## src/hw/nvh_pkg.sv

```systemverilog
package nvh_pkg;

    // pin widths
    localparam int ADDR_W = 15;
    localparam int SEQ_W  = 14;
    localparam int DATA_W = 8;

    // host command codes
    typedef enum logic [1:0] {
        NVH_OP_READ,
        NVH_OP_WRITE,
        NVH_OP_STORE,
        NVH_OP_RECALL
    } nvh_op_t;

    // software sequence addresses, lower fourteen bits only
    localparam logic [13:0] SEQ_ADDR_1      = 14'h0e38;
    localparam logic [13:0] SEQ_ADDR_2      = 14'h31c7;
    localparam logic [13:0] SEQ_ADDR_3      = 14'h03e0;
    localparam logic [13:0] SEQ_ADDR_4      = 14'h3c1f;
    localparam logic [13:0] SEQ_ADDR_5      = 14'h303f;
    localparam logic [13:0] SEQ_ADDR_STORE  = 14'h0fc0;
    localparam logic [13:0] SEQ_ADDR_RECALL = 14'h0c63;
    localparam logic [2:0]  SEQ_LAST        = 3'h5;
    localparam logic [2:0]  SEQ_FIRST       = 3'h0;

    // clock and device timing
    localparam int CLK_PERIOD_NS  = 10;
    localparam int T_ACCESS_NS    = 45;
    localparam int T_RECALL_US    = 20;
    localparam int T_STORE_MS     = 10;
    localparam int T_RESTORE_US   = 550;
    localparam int SYNC_STAGES    = 3;

    // least times rounded up to whole cycles, the strobe count adding the sync stages
    localparam int STROBE_CYC  = (T_ACCESS_NS + CLK_PERIOD_NS - 1)
                                 / CLK_PERIOD_NS + SYNC_STAGES;
    localparam int RECALL_CYC  = (T_RECALL_US * 1000 + CLK_PERIOD_NS - 1)
                                 / CLK_PERIOD_NS;
    localparam int STORE_CYC   = (T_STORE_MS * 1000000 + CLK_PERIOD_NS - 1)
                                 / CLK_PERIOD_NS;
    localparam int RESTORE_CYC = (T_RESTORE_US * 1000 + CLK_PERIOD_NS - 1)
                                 / CLK_PERIOD_NS;

    localparam int TMR_W = 24;

endpackage

```

## src/hw/nvh_ctrl.sv

```systemverilog
`timescale 1ns/100ps
// Function
// - host holds address steady through write
// - host keeps output gate high writing
// - host never writing as power recall ends
// - six ordered reads trigger software store
// - sequence steps are select-timed reads
// - steps are reads, gate level free
// - recall uses same five, own sixth
module nvh_ctrl
    import nvh_pkg::*;
#(
    parameter int unsigned STORE_CYCLES   = nvh_pkg::STORE_CYC,
    parameter int unsigned RESTORE_CYCLES = nvh_pkg::RESTORE_CYC
) (
    // clock and reset
    input  wire logic                        clock_in,
    input  wire logic                        rst_in,
    // command port
    input  wire logic                        cmd_valid_in,
    input  wire nvh_pkg::nvh_op_t            cmd_op_in,
    input  wire logic [nvh_pkg::ADDR_W-1:0]  cmd_addr_in,
    input  wire logic [nvh_pkg::DATA_W-1:0]  cmd_wdata_in,
    output logic                             cmd_ready_out,
    output logic                             rsp_valid_out,
    output logic [nvh_pkg::DATA_W-1:0]       rsp_rdata_out,
    // supply monitor pin
    input  wire logic                        supply_ok_in,
    // memory pins
    output logic                             chip_sel_n_out,
    output logic                             out_gate_n_out,
    output logic                             write_n_out,
    output logic [nvh_pkg::ADDR_W-1:0]       address_inputs_out,
    input  wire logic [nvh_pkg::DATA_W-1:0]  data_pins_in,
    output logic [nvh_pkg::DATA_W-1:0]       data_pins_out,
    output logic                             data_pins_oe_n_out
);

    import nvh_pkg::*;

    typedef enum logic [2:0] {
        ST_POWER,
        ST_IDLE,
        ST_SETUP,
        ST_STROBE,
        ST_RECOVER,
        ST_BUSY
    } nvh_state_t;

    nvh_state_t            state_reg;
    nvh_op_t               op_reg;
    logic [DATA_W-1:0]     wdata_reg;
    logic [2:0]            seq_idx_reg;
    logic                  tmr_load_reg;
    logic [TMR_W-1:0]      tmr_value_reg;
    logic                  tmr_done;
    logic [2:0]            supply_sync_reg;
    logic                  supply_ok_reg;
    logic [DATA_W-1:0]     dq_s1_reg;
    logic [DATA_W-1:0]     dq_s2_reg;
    logic [DATA_W-1:0]     dq_s3_reg;
    logic [DATA_W-1:0]     dq_val_reg;
    logic                  is_seq;
    logic                  tmr_ready;

    // sequence address for a step, top address bit left at zero
    function automatic logic [SEQ_W-1:0] seq_addr(
        input logic [2:0] idx,
        input logic       recall
    );
        logic [SEQ_W-1:0] a;
        a = SEQ_ADDR_1;
        unique case (idx)
            3'h0: a = SEQ_ADDR_1;
            3'h1: a = SEQ_ADDR_2;
            3'h2: a = SEQ_ADDR_3;
            3'h3: a = SEQ_ADDR_4;
            3'h4: a = SEQ_ADDR_5;
            default: a = recall ? SEQ_ADDR_RECALL : SEQ_ADDR_STORE;
        endcase
        return a;
    endfunction

    assign is_seq    = (op_reg == NVH_OP_STORE) || (op_reg == NVH_OP_RECALL);
    assign tmr_ready = tmr_done && !tmr_load_reg;

    // shared wait counter for strobes and busy intervals
    nvh_timer #(
        .WIDTH (TMR_W)
    ) u_timer (
        .clock_in (clock_in),
        .rst_in   (rst_in),
        .load_in  (tmr_load_reg),
        .value_in (tmr_value_reg),
        .done_out (tmr_done)
    );

    // supply pin synchroniser, level taken when stages two and three agree
    always_ff @(posedge clock_in) begin
        if (rst_in) begin
            supply_sync_reg <= 3'h0;
            supply_ok_reg   <= 1'b0;
        end else begin
            supply_sync_reg <= {supply_sync_reg[1:0], supply_ok_in};
            if (supply_sync_reg[1] == supply_sync_reg[2]) begin
                supply_ok_reg <= supply_sync_reg[2];
            end
        end
    end

    // read data pipeline from the data pins
    always_ff @(posedge clock_in) begin
        if (rst_in) begin
            dq_s1_reg <= '0;
            dq_s2_reg <= '0;
            dq_s3_reg  <= '0;
            dq_val_reg <= '0;
        end else begin
            dq_s1_reg <= data_pins_in;
            dq_s2_reg <= dq_s1_reg;
            dq_s3_reg <= dq_s2_reg;
            // a byte counts once stages two and three agree
            if (dq_s2_reg == dq_s3_reg) begin
                dq_val_reg <= dq_s3_reg;
            end
        end
    end

    // main access sequencer
    always_ff @(posedge clock_in) begin
        if (rst_in) begin
            state_reg          <= ST_POWER;
            op_reg             <= NVH_OP_READ;
            wdata_reg          <= '0;
            seq_idx_reg        <= SEQ_FIRST;
            tmr_load_reg       <= 1'b1;
            tmr_value_reg      <= TMR_W'(RESTORE_CYCLES);
            cmd_ready_out      <= 1'b0;
            rsp_valid_out      <= 1'b0;
            rsp_rdata_out      <= '0;
            chip_sel_n_out     <= 1'b1;
            out_gate_n_out     <= 1'b1;
            write_n_out        <= 1'b1;
            address_inputs_out <= '0;
            data_pins_out      <= '0;
            data_pins_oe_n_out <= 1'b1;
        end else begin
            tmr_load_reg  <= 1'b0;
            rsp_valid_out <= 1'b0;
            unique case (state_reg)
                // strobes idle high while the power-up recall runs
                ST_POWER: begin
                    chip_sel_n_out <= 1'b1;
                    write_n_out    <= 1'b1;
                    if (!supply_ok_reg) begin
                        tmr_load_reg  <= 1'b1;
                        tmr_value_reg <= TMR_W'(RESTORE_CYCLES);
                    end else if (tmr_ready) begin
                        state_reg     <= ST_IDLE;
                        cmd_ready_out <= 1'b1;
                    end
                end
                ST_IDLE: begin
                    if (!supply_ok_reg) begin
                        state_reg     <= ST_POWER;
                        cmd_ready_out <= 1'b0;
                        tmr_load_reg  <= 1'b1;
                        tmr_value_reg <= TMR_W'(RESTORE_CYCLES);
                    end else if (cmd_valid_in) begin
                        state_reg     <= ST_SETUP;
                        cmd_ready_out <= 1'b0;
                        op_reg        <= cmd_op_in;
                        wdata_reg     <= cmd_wdata_in;
                        seq_idx_reg   <= SEQ_FIRST;
                        // address settles a cycle ahead of the strobes
                        if (cmd_op_in == NVH_OP_STORE ||
                            cmd_op_in == NVH_OP_RECALL) begin
                            address_inputs_out <= {1'b0,
                                seq_addr(SEQ_FIRST, 1'b0)};
                        end else begin
                            address_inputs_out <= cmd_addr_in;
                        end
                    end
                end
                // address already steady, drive data and drop the strobes
                ST_SETUP: begin
                    if (op_reg == NVH_OP_WRITE) begin
                        data_pins_out      <= wdata_reg;
                        data_pins_oe_n_out <= 1'b0;
                        write_n_out        <= 1'b0;
                        out_gate_n_out     <= 1'b1;
                    end else begin
                        write_n_out    <= 1'b1;
                        out_gate_n_out <= 1'b0;
                    end
                    chip_sel_n_out <= 1'b0;
                    tmr_load_reg   <= 1'b1;
                    tmr_value_reg  <= TMR_W'(STROBE_CYC);
                    state_reg      <= ST_STROBE;
                end
                // select held low, cycle closed by select rising
                ST_STROBE: begin
                    if (tmr_ready) begin
                        chip_sel_n_out <= 1'b1;
                        write_n_out    <= 1'b1;
                        out_gate_n_out <= 1'b1;
                        rsp_rdata_out  <= dq_val_reg;
                        state_reg      <= ST_RECOVER;
                    end
                end
                // data held one cycle past the strobe, next step address set
                ST_RECOVER: begin
                    data_pins_oe_n_out <= 1'b1;
                    if (is_seq && seq_idx_reg != SEQ_LAST) begin
                        seq_idx_reg        <= seq_idx_reg + 3'h1;
                        address_inputs_out <= {1'b0,
                            seq_addr(seq_idx_reg + 3'h1,
                                     op_reg == NVH_OP_RECALL)};
                        state_reg          <= ST_SETUP;
                    end else if (is_seq) begin
                        tmr_load_reg <= 1'b1;
                        if (op_reg == NVH_OP_RECALL) begin
                            tmr_value_reg <= TMR_W'(RECALL_CYC);
                        end else begin
                            tmr_value_reg <= TMR_W'(STORE_CYCLES);
                        end
                        state_reg <= ST_BUSY;
                    end else begin
                        rsp_valid_out <= 1'b1;
                        cmd_ready_out <= 1'b1;
                        state_reg     <= ST_IDLE;
                    end
                end
                // no access while the nonvolatile cycle runs
                ST_BUSY: begin
                    if (tmr_ready) begin
                        rsp_valid_out <= 1'b1;
                        cmd_ready_out <= 1'b1;
                        state_reg     <= ST_IDLE;
                    end
                end
                default: begin
                    state_reg <= ST_POWER;
                end
            endcase
        end
    end

endmodule

```

## src/hw/nvh_timer.sv

```systemverilog
`timescale 1ns/100ps
module nvh_timer #(
    parameter int WIDTH = 24
) (
    // clock and reset
    input  wire logic             clock_in,
    input  wire logic             rst_in,
    // control
    input  wire logic             load_in,
    input  wire logic [WIDTH-1:0] value_in,
    // status
    output logic                  done_out
);

    logic [WIDTH-1:0] count_reg;

    // load a count and run it down to zero
    always_ff @(posedge clock_in) begin
        if (rst_in) begin
            count_reg <= '0;
        end else if (load_in) begin
            count_reg <= value_in;
        end else if (count_reg != '0) begin
            count_reg <= count_reg - 1'b1;
        end
    end

    // a count of one or less means the wait is over
    assign done_out = (count_reg <= {{(WIDTH-1){1'b0}}, 1'b1});

endmodule

```

## config.mk

```make
export PLATFORM = sky130hd
export DESIGN_NAME = nvh_ctrl
export DESIGN_NICKNAME = d
export VERILOG_FILES = /design/src/hw/nvh_pkg.sv /design/src/hw/nvh_ctrl.sv /design/src/hw/nvh_timer.sv
export SDC_FILE = /design/constraint.sdc
export NUM_CORES = 1
export LEC_CHECK = 0
export BUFFER_PORTS_ARGS = -buffer_cell sky130_fd_sc_hd__buf_2
export CAP_MARGIN = 10
export CORE_MARGIN = 4
export CORE_UTILIZATION = 39
export DETAILED_ROUTE_END_ITERATION = 7
export PLACE_DENSITY = 0.61
export SLEW_MARGIN = 10
export SYNTH_ARGS = -nofsm -noshare
export SYNTH_HDL_FRONTEND = slang
export SYNTH_HIERARCHICAL = 1
export SYNTH_SLANG_ARGS = --single-unit
```

## constraint.sdc

```tcl
create_clock -name clock_in -period 4.6 [get_ports clock_in]
set_clock_uncertainty 0.15 [all_clocks]
set_input_delay 0.23 -clock clock_in [delete_from_list [all_inputs] [get_ports clock_in]]
set_output_delay 0.23 -clock clock_in [all_outputs]
set_load 0.02 [all_outputs]
```

; ---- After elaboration in Yosys (flattened, before gate mapping)
; Index checks and enable logic that the tools add are counted.
[word_totals]
reg_bits = 138
latch_bits = 0
ram_bits = 0
romBits = 0
input_bits = 37
out_inout_bits = 37
mem_count = 0
[classes]
add_sub_neg = 2
multipliers = 0
n_div = 0
magnitude_cmp = 1
eq_ne = 28
shifts = 0
muxes = 49
bitwise_logic = 0
n_reduce_logical = 26
[op_table]
columns = cell, count
row1 = $mux W24, 5
row2 = $pmux W24 S3, 1
row3 = $pmux W14 S5, 1
row4 = $mux W15, 4
row5 = $mux W3, 10
row6 = $pmux W15 S2, 1
row7 = $le A24 B1 Y1 const B, 1
row8 = $reduce_bool A24 Y1, 1
row9 = $sub A24 B1 Y24 const B, 1
row10 = $mux W20, 1
row11 = $ne A2 B2 Y1 const B, 10
row12 = $pmux W3 S6, 1
row13 = $mux W1, 16
row14 = $eq A3 B2 Y1 const B, 4
row15 = $mux W10, 1
row16 = $reduce_and A2 Y1, 5
row17 = $eq A3 B3 Y1 const B, 3
row18 = $pmux W1 S3, 3
row19 = $eq A2 B2 Y1 const B, 4
row20 = $eq A8 B8 Y1, 1
row21 = $reduce_and A4 Y1, 2
row22 = $reduce_bool A2 Y1, 4
row23 = $eq A3 B1 Y1 const B, 2
row24 = $logic_not A3 Y1, 2
row25 = 15 further kinds, 22

; ---- Longest topological paths before layout
[logic_depth]
depth_word = 6
depth_mapped = 11
depth_no_buf = 8

; ---- Cells and area by module
; The synthesis kept the hierarchy.
[modules_own_cells]
columns = module, instances, cells_per_inst, area_each_um2, seq_area_each_um2
row1 = nvh_ctrl, 1, 399, 3814.9, 1941.9
row2 = nvh_timer, 1, 181, 1417.6, 480.5

; ---- Worst setup path before layout
; OpenSTA, ideal clock, no wires.
[synth_path]
path_type = flip-flop to flip-flop
start = register u_timer.count_reg[14]
end = register rsp_rdata_out[0] in the netlist's numbering
arrival_time_ns = 2.779
setup_slack_ns = 1.543
stages_incl_launch_ff = 12
path_buffers = 4
period_less_slack_ns = 3.057
path_cell_list = dfxtp_1 buf_6 or4_4 or4_1 buf_2 nor4_1 nor2b_1 buf_2 and4_1 buf_2 mux2i_1 nor2_1
[synth_via]
elab_chain_len = 3
[synth_lines]
columns = item, line
row1 = start: declaration, nvh_timer.sv:15  ; logic [WIDTH-1:0] count_reg;
row2 = start signal: assignment, nvh_timer.sv:22  ; count_reg <= value_in;
row3 = start signal: assignment, nvh_timer.sv:24  ; count_reg <= count_reg - 1'b1;
row4 = $le A24 B1 Y1, nvh_timer.sv:29  ; assign done_out = (count_reg <= {{(WIDTH-1){1'b0}}, 1'b1});
row5 = net tmr_done, nvh_ctrl.sv:56  ; logic tmr_done;
row6 = $logic_and A1 B1 Y1, nvh_ctrl.sv:85  ; assign tmr_ready = tmr_done && !tmr_load_reg;
row7 = $reduce_and A2 Y1 (no source line), -
row8 = end signal: assignment, nvh_ctrl.sv:207  ; rsp_rdata_out <= dq_val_reg;
row9 = end: declaration, nvh_ctrl.sv:26  ; output logic [nvh_pkg::DATA_W-1:0] rsp_rdata_out,
; The timed path passes the listed nets, and every way through them passes these cells.
; A chain may end at the register's enable or synchronous reset.

; ---- Worst setup path in the final report
[layout_path]
start = register u_timer.count_reg[14]
end = register rsp_rdata_out[1] in the netlist's numbering
; The elaborated chain is that of the path after synthesis.

==> flow_results.xml <==
<?xml version="1.0" encoding="UTF-8"?>
<metrics>
  <group name="worst_hold_path">
    <metric name="holdPathEnd" unit="">address_inputs_out[9]</metric>
    <metric name="hold-path-cell-count" unit="">3</metric>
    <metric name="worst_hold_path_startpoint" unit="">cmd_addr_in[9]</metric>
    <metric name="hold_path.class" unit="">in2reg</metric>
  </group>
  <group name="worst_setup_path">
    <metric name="critPathKind" unit="">reg2reg</metric>
    <metric name="worstPathMaxFanout" unit="">10</metric>
    <metric name="launching_point_of_the_worst_reg2reg_path" unit="">u_timer/count_reg[14]</metric>
    <metric name="cpMaxStageDelayCell" unit="">sky130_fd_sc_hd__or4_4</metric>
    <metric name="crit_chain" unit="">or4_4 -&gt; or4_1 -&gt; nor4_1 -&gt; nor2b_1 -&gt; buf_4 -&gt; and4_1 -&gt; mux2i_1 -&gt; nor2_1</metric>
    <metric name="r2r_end" unit="">rsp_rdata_out[1]</metric>
    <metric name="rrSetupSlack" unit="ps">1070</metric>
    <metric name="timing.critical_path.arrival" unit="ps">3660</metric>
    <metric name="crit_path_start_kind" unit="">flop</metric>
    <metric name="cp.required" unit="ps">4730</metric>
    <metric name="number_of_cells_traversed_by_the_worst_register_to_register_path" unit="">8</metric>
    <metric name="worst_path_largest_cell_delay" unit="ps">560</metric>
    <metric name="critical_path_capture_point_type" unit="">flop</metric>
  </group>
  <group name="cells_and_area">
    <metric name="drive_above_1_share" unit="">0.1793</metric>
    <metric name="layout.nets" unit="">730</metric>
    <metric name="largest_register_ffs" unit="">24</metric>
    <metric name="antenna_cells" unit="">0</metric>
    <metric name="area.growth.synth_to_final" unit="%">27.55</metric>
  </group>
  <group name="global_routing">
    <metric name="grt_pass1_wl" unit="mm">20.69</metric>
    <metric name="total_routing_resource_utilization_after_global_routing" unit="">0.1719</metric>
    <metric name="gr-total-overflow" unit="">0</metric>
    <metric name="grt_pass1_vias" unit="">4339</metric>
    <metric name="antenna_found_initial" unit="">0</metric>
    <metric name="grt_start_max_net_pins" unit="">55</metric>
  </group>
  <group name="sta">
    <metric name="rsz0062_at_grt" unit="">no</metric>
    <metric name="worst_hold_slack" unit="ps">35.49</metric>
    <metric name="finalMaxSlewViolations" unit="">0</metric>
    <metric name="min_period" unit="ps">3535</metric>
    <metric name="finalSetupTns" unit="ps">0</metric>
    <metric name="final-setup-viol-count" unit="">0</metric>
    <metric name="final_hold_viol_count" unit="">0</metric>
    <metric name="slew_headroom" unit="">0.3565</metric>
    <metric name="max_clock_freq" unit="GHz">0.2829</metric>
    <metric name="worst_pin_slew" unit="ps">956.4</metric>
    <metric name="final.period_utilization" unit="">0.7684</metric>
  </group>
  <group name="floorplan">
    <metric name="fp.dieArea" unit="um2">15330</metric>
    <metric name="floorplan.initialDensity" unit="">0.3967</metric>
    <metric name="fp.coreArea" unit="um2">13190</metric>
    <metric name="die-height" unit="um">123.8</metric>
    <metric name="placementRows" unit="">42</metric>
    <metric name="top_level_ports" unit="">74</metric>
    <metric name="die_x" unit="um">123.8</metric>
  </group>
  <group name="routing">
    <metric name="wire_per_inst" unit="um">14.47</metric>
    <metric name="detail_route.drc_violations" unit="">0</metric>
    <metric name="avgViaCountPerCell" unit="">5.115</metric>
    <metric name="first_iter_violations" unit="">267</metric>
    <metric name="vias" unit="">4465</metric>
    <metric name="routed_wl" unit="mm">12.64</metric>
    <metric name="drt_pre_antenna_iters" unit="">5</metric>
    <metric name="ant_nets" unit="">0</metric>
  </group>
  <group name="logic_synthesis">
    <metric name="post_synth_mux_area_share" unit="">0.06695</metric>
    <metric name="area_share_of_the_largest_cell_type_after_synthesis" unit="">0.4629</metric>
    <metric name="post-synth-top-area-cell" unit="">sky130_fd_sc_hd__dfxtp_1</metric>
    <metric name="synth_seq_area_share" unit="">0.4629</metric>
    <metric name="synth_simple_gate_area_share" unit="">0.2334</metric>
    <metric name="ys_async_sr_fraction" unit="">0</metric>
    <metric name="synth_cells" unit="">580</metric>
    <metric name="ys_seq_elements" unit="">121</metric>
    <metric name="largest_family_of_logic_cells_by_synthesized_area" unit="">simple AND/OR/NAND/NOR gates</metric>
    <metric name="yosysWarningCount" unit="">6</metric>
    <metric name="ys_top_cells_by_area" unit="">sky130_fd_sc_hd__dfxtp_1 46%, sky130_fd_sc_hd__mux2i_1 6.7%, sky130_fd_sc_hd__nor2_1 4.4%, sky130_fd_sc_hd__nand2_1 3.9%, sky130_fd_sc_hd__nor2b_1 3.8%</metric>
    <metric name="yosys.area_share.xor_xnor" unit="">0.03682</metric>
    <metric name="synth_compound_gate_area_share" unit="">0.1301</metric>
    <metric name="cell_area_synth" unit="um2">5233</metric>
    <metric name="post_synth_num_cell_types" unit="">60</metric>
    <metric name="synth_area_per_cell" unit="um2">9.022</metric>
    <metric name="number_of_enable_flip_flop_cells_after_synthesis" unit="">0</metric>
    <metric name="dominant_synthesized_flop_cell" unit="">sky130_fd_sc_hd__dfxtp_1</metric>
    <metric name="synth_fa_ha_area_frac" unit="">0.02152</metric>
  </group>
  <group name="clock_tree">
    <metric name="tritoncts_clock_tree" unit="">done</metric>
    <metric name="cts-root-to-sink-buffers" unit="">2</metric>
    <metric name="cts_inserted_buffers" unit="">17</metric>
    <metric name="clkSinkCount" unit="">121</metric>
    <metric name="htreeDepth" unit="">4</metric>
    <metric name="clk_transition_reported_paths" unit="ps">60</metric>
    <metric name="skew_pair_late_insertion_delay" unit="ps">410</metric>
    <metric name="clock_tree.root_cell" unit="">sky130_fd_sc_hd__clkbuf_16</metric>
  </group>
  <group name="place">
    <metric name="place.gp.congestion" unit="">0.8703</metric>
    <metric name="dp.final_hpwl" unit="mm">8.249</metric>
    <metric name="numPortBuffers" unit="">73</metric>
  </group>
  <group name="pwr">
    <metric name="vdd.ir_drop.worst" unit="uV">219.5</metric>
    <metric name="total_leakage_power" unit="nW">2.668</metric>
    <metric name="power.density" unit="nW/um2">401.4</metric>
  </group>
  <group name="job">
    <metric name="cap_violations" unit="">0</metric>
  </group>
  <group name="outcome">
    <metric name="outcome" unit="">complete, no violations</metric>
  </group>
</metrics>
-- metrics by stage --
step / area (um2) / cells / total power, mW / worst slack, ps / utilization
after detailed placement: 5682 / 808 / 1.205 / 1113 / 0.4308
after CTS: 6674 / 873 / 2.703 / 1072 / 0.5060
after global routing: 6674 / 873 / 2.768 / 822.1 / 0.5060
after global placement: 5682 / 808 / 1.202 / 1240 / 0.4308
after floorplan: 5266 / 589 / 1.176 / 1543 / -
final: 6674 / 873 / 2.679 / 1065 / 0.5060
-- cells by family (layout without fill, tap and decap cells) --
kind of cell / count (synthesis) / count (layout)
xor gates and xnor gates: 22 / 22
buffers and inverters: 47 / 155
adders and majority gates: 9 / 9
AOI/OAI and AO/OA: 107 / 107
DFF: 121 / 121
and+or+nand+nor: 238 / 238
other: 1 / 10
muxes: 35 / 35
-- where the power goes --
part	internal [mW]	total, mW	leakage, nW	switching, mW
sequential	1.07	1.08	0.986	0.0156
combinational	0.0622	0.122	1.36	0.0593
clock	0.981	1.47	0.318	0.491
total	2.11	2.68	2.67	0.566
-- layout make-up --
class,count,area [um2]
Clock buffer,19,442.9
Clock inverter,13,219.0
Fill cell,1214,6516
Inverter,13,48.80
Multi-Input combinational cell,421,2595
Sequential cell,121,2422
Tap cell,176,220.2
Timing Repair Buffer,110,725.7
-- placed cells by master, fill, tap and decap left out, types with 4 or more instances in the layout --
cell	n
sky130_fd_sc_hd__a211oi_1	12
sky130_fd_sc_hd__a21oi_1	34
sky130_fd_sc_hd__a31oi_1	9
sky130_fd_sc_hd__buf_2	73
sky130_fd_sc_hd__buf_4	4
sky130_fd_sc_hd__bufinv_16	5
sky130_fd_sc_hd__clkbuf_16	17
sky130_fd_sc_hd__clkinv_4	6
sky130_fd_sc_hd__conb_1	10
sky130_fd_sc_hd__dfxtp_1	121
sky130_fd_sc_hd__dlygate4sd3_1	33
sky130_fd_sc_hd__ha_1	9
sky130_fd_sc_hd__inv_1	12
sky130_fd_sc_hd__mux2i_1	35
sky130_fd_sc_hd__nand2_1	54
sky130_fd_sc_hd__nand2b_1	6
sky130_fd_sc_hd__nand3_1	17
sky130_fd_sc_hd__nand4_1	6
sky130_fd_sc_hd__nor2_1	62
sky130_fd_sc_hd__nor2b_1	32
sky130_fd_sc_hd__nor3_1	18
sky130_fd_sc_hd__nor3b_1	4
sky130_fd_sc_hd__nor4_1	9
sky130_fd_sc_hd__o21ai_0	28
sky130_fd_sc_hd__or2_2	4
sky130_fd_sc_hd__xnor2_1	20
-- routing by layer --
layer | routed length (um) | part of all wire | vias up | global-route usage
li1 | - | - | 2221 | -
met4 | 410 | 0.032 | 0 | 0.09550
met3 | 670 | 0.053 | 33 | 0.04496
met5 | 0 | 0 | - | 0
met1 | 5568 | 0.44 | 2081 | 0.2122
met2 | 5986 | 0.47 | 130 | 0.2724
-- Yosys cell counts, types with 4 or more instances --
master and count:
sky130_fd_sc_hd__a211oi_1 12, sky130_fd_sc_hd__a21oi_1 34, sky130_fd_sc_hd__a31oi_1 9, sky130_fd_sc_hd__buf_2 6, sky130_fd_sc_hd__buf_6 6, sky130_fd_sc_hd__clkbuf_1 18
sky130_fd_sc_hd__dfxtp_1 121, sky130_fd_sc_hd__ha_1 9, sky130_fd_sc_hd__inv_1 12, sky130_fd_sc_hd__mux2i_1 35, sky130_fd_sc_hd__nand2_1 54, sky130_fd_sc_hd__nand2b_1 6
sky130_fd_sc_hd__nand3_1 17, sky130_fd_sc_hd__nand4_1 6, sky130_fd_sc_hd__nor2_1 62, sky130_fd_sc_hd__nor2b_1 32, sky130_fd_sc_hd__nor3_1 18, sky130_fd_sc_hd__nor3b_1 4
sky130_fd_sc_hd__nor4_1 9, sky130_fd_sc_hd__o21ai_0 28, sky130_fd_sc_hd__or2_2 4, sky130_fd_sc_hd__xnor2_1 20
-- worst max-delay path: cells and delay by family, from the launching register on --
family / cells / cell delay, ps
and+or+nand+nor: 6 / 2420
buffers and inverters: 1 / 170
muxes: 1 / 280
DFF: 1 / 370
-- how the worst max path moves through the flow --
stage	startpoint	end	cells after the start	slack (ps)
3_5_place_dp	u_timer/count_reg[14]	rsp_rdata_out[1]	8	1110
5_1_grt	u_timer/count_reg[14]	rsp_rdata_out[1]	8	820
6_report	u_timer/count_reg[14]	rsp_rdata_out[1]	8	1070
2_1_floorplan	u_timer/count_reg[14]	rsp_rdata_out[0]	11	1540
4_1_cts	u_timer/count_reg[14]	rsp_rdata_out[1]	8	1070
3_3_place_gp	u_timer/count_reg[14]	rsp_rdata_out[4]	8	1240
-- what timing repair did --
item                      CTS  global route
resized for setup           0             0
hold endpoints to repair   33             0
hold buffers               33             0
buffers inserted            0             0
No activity file was read; power rests on OpenSTA's default activity.
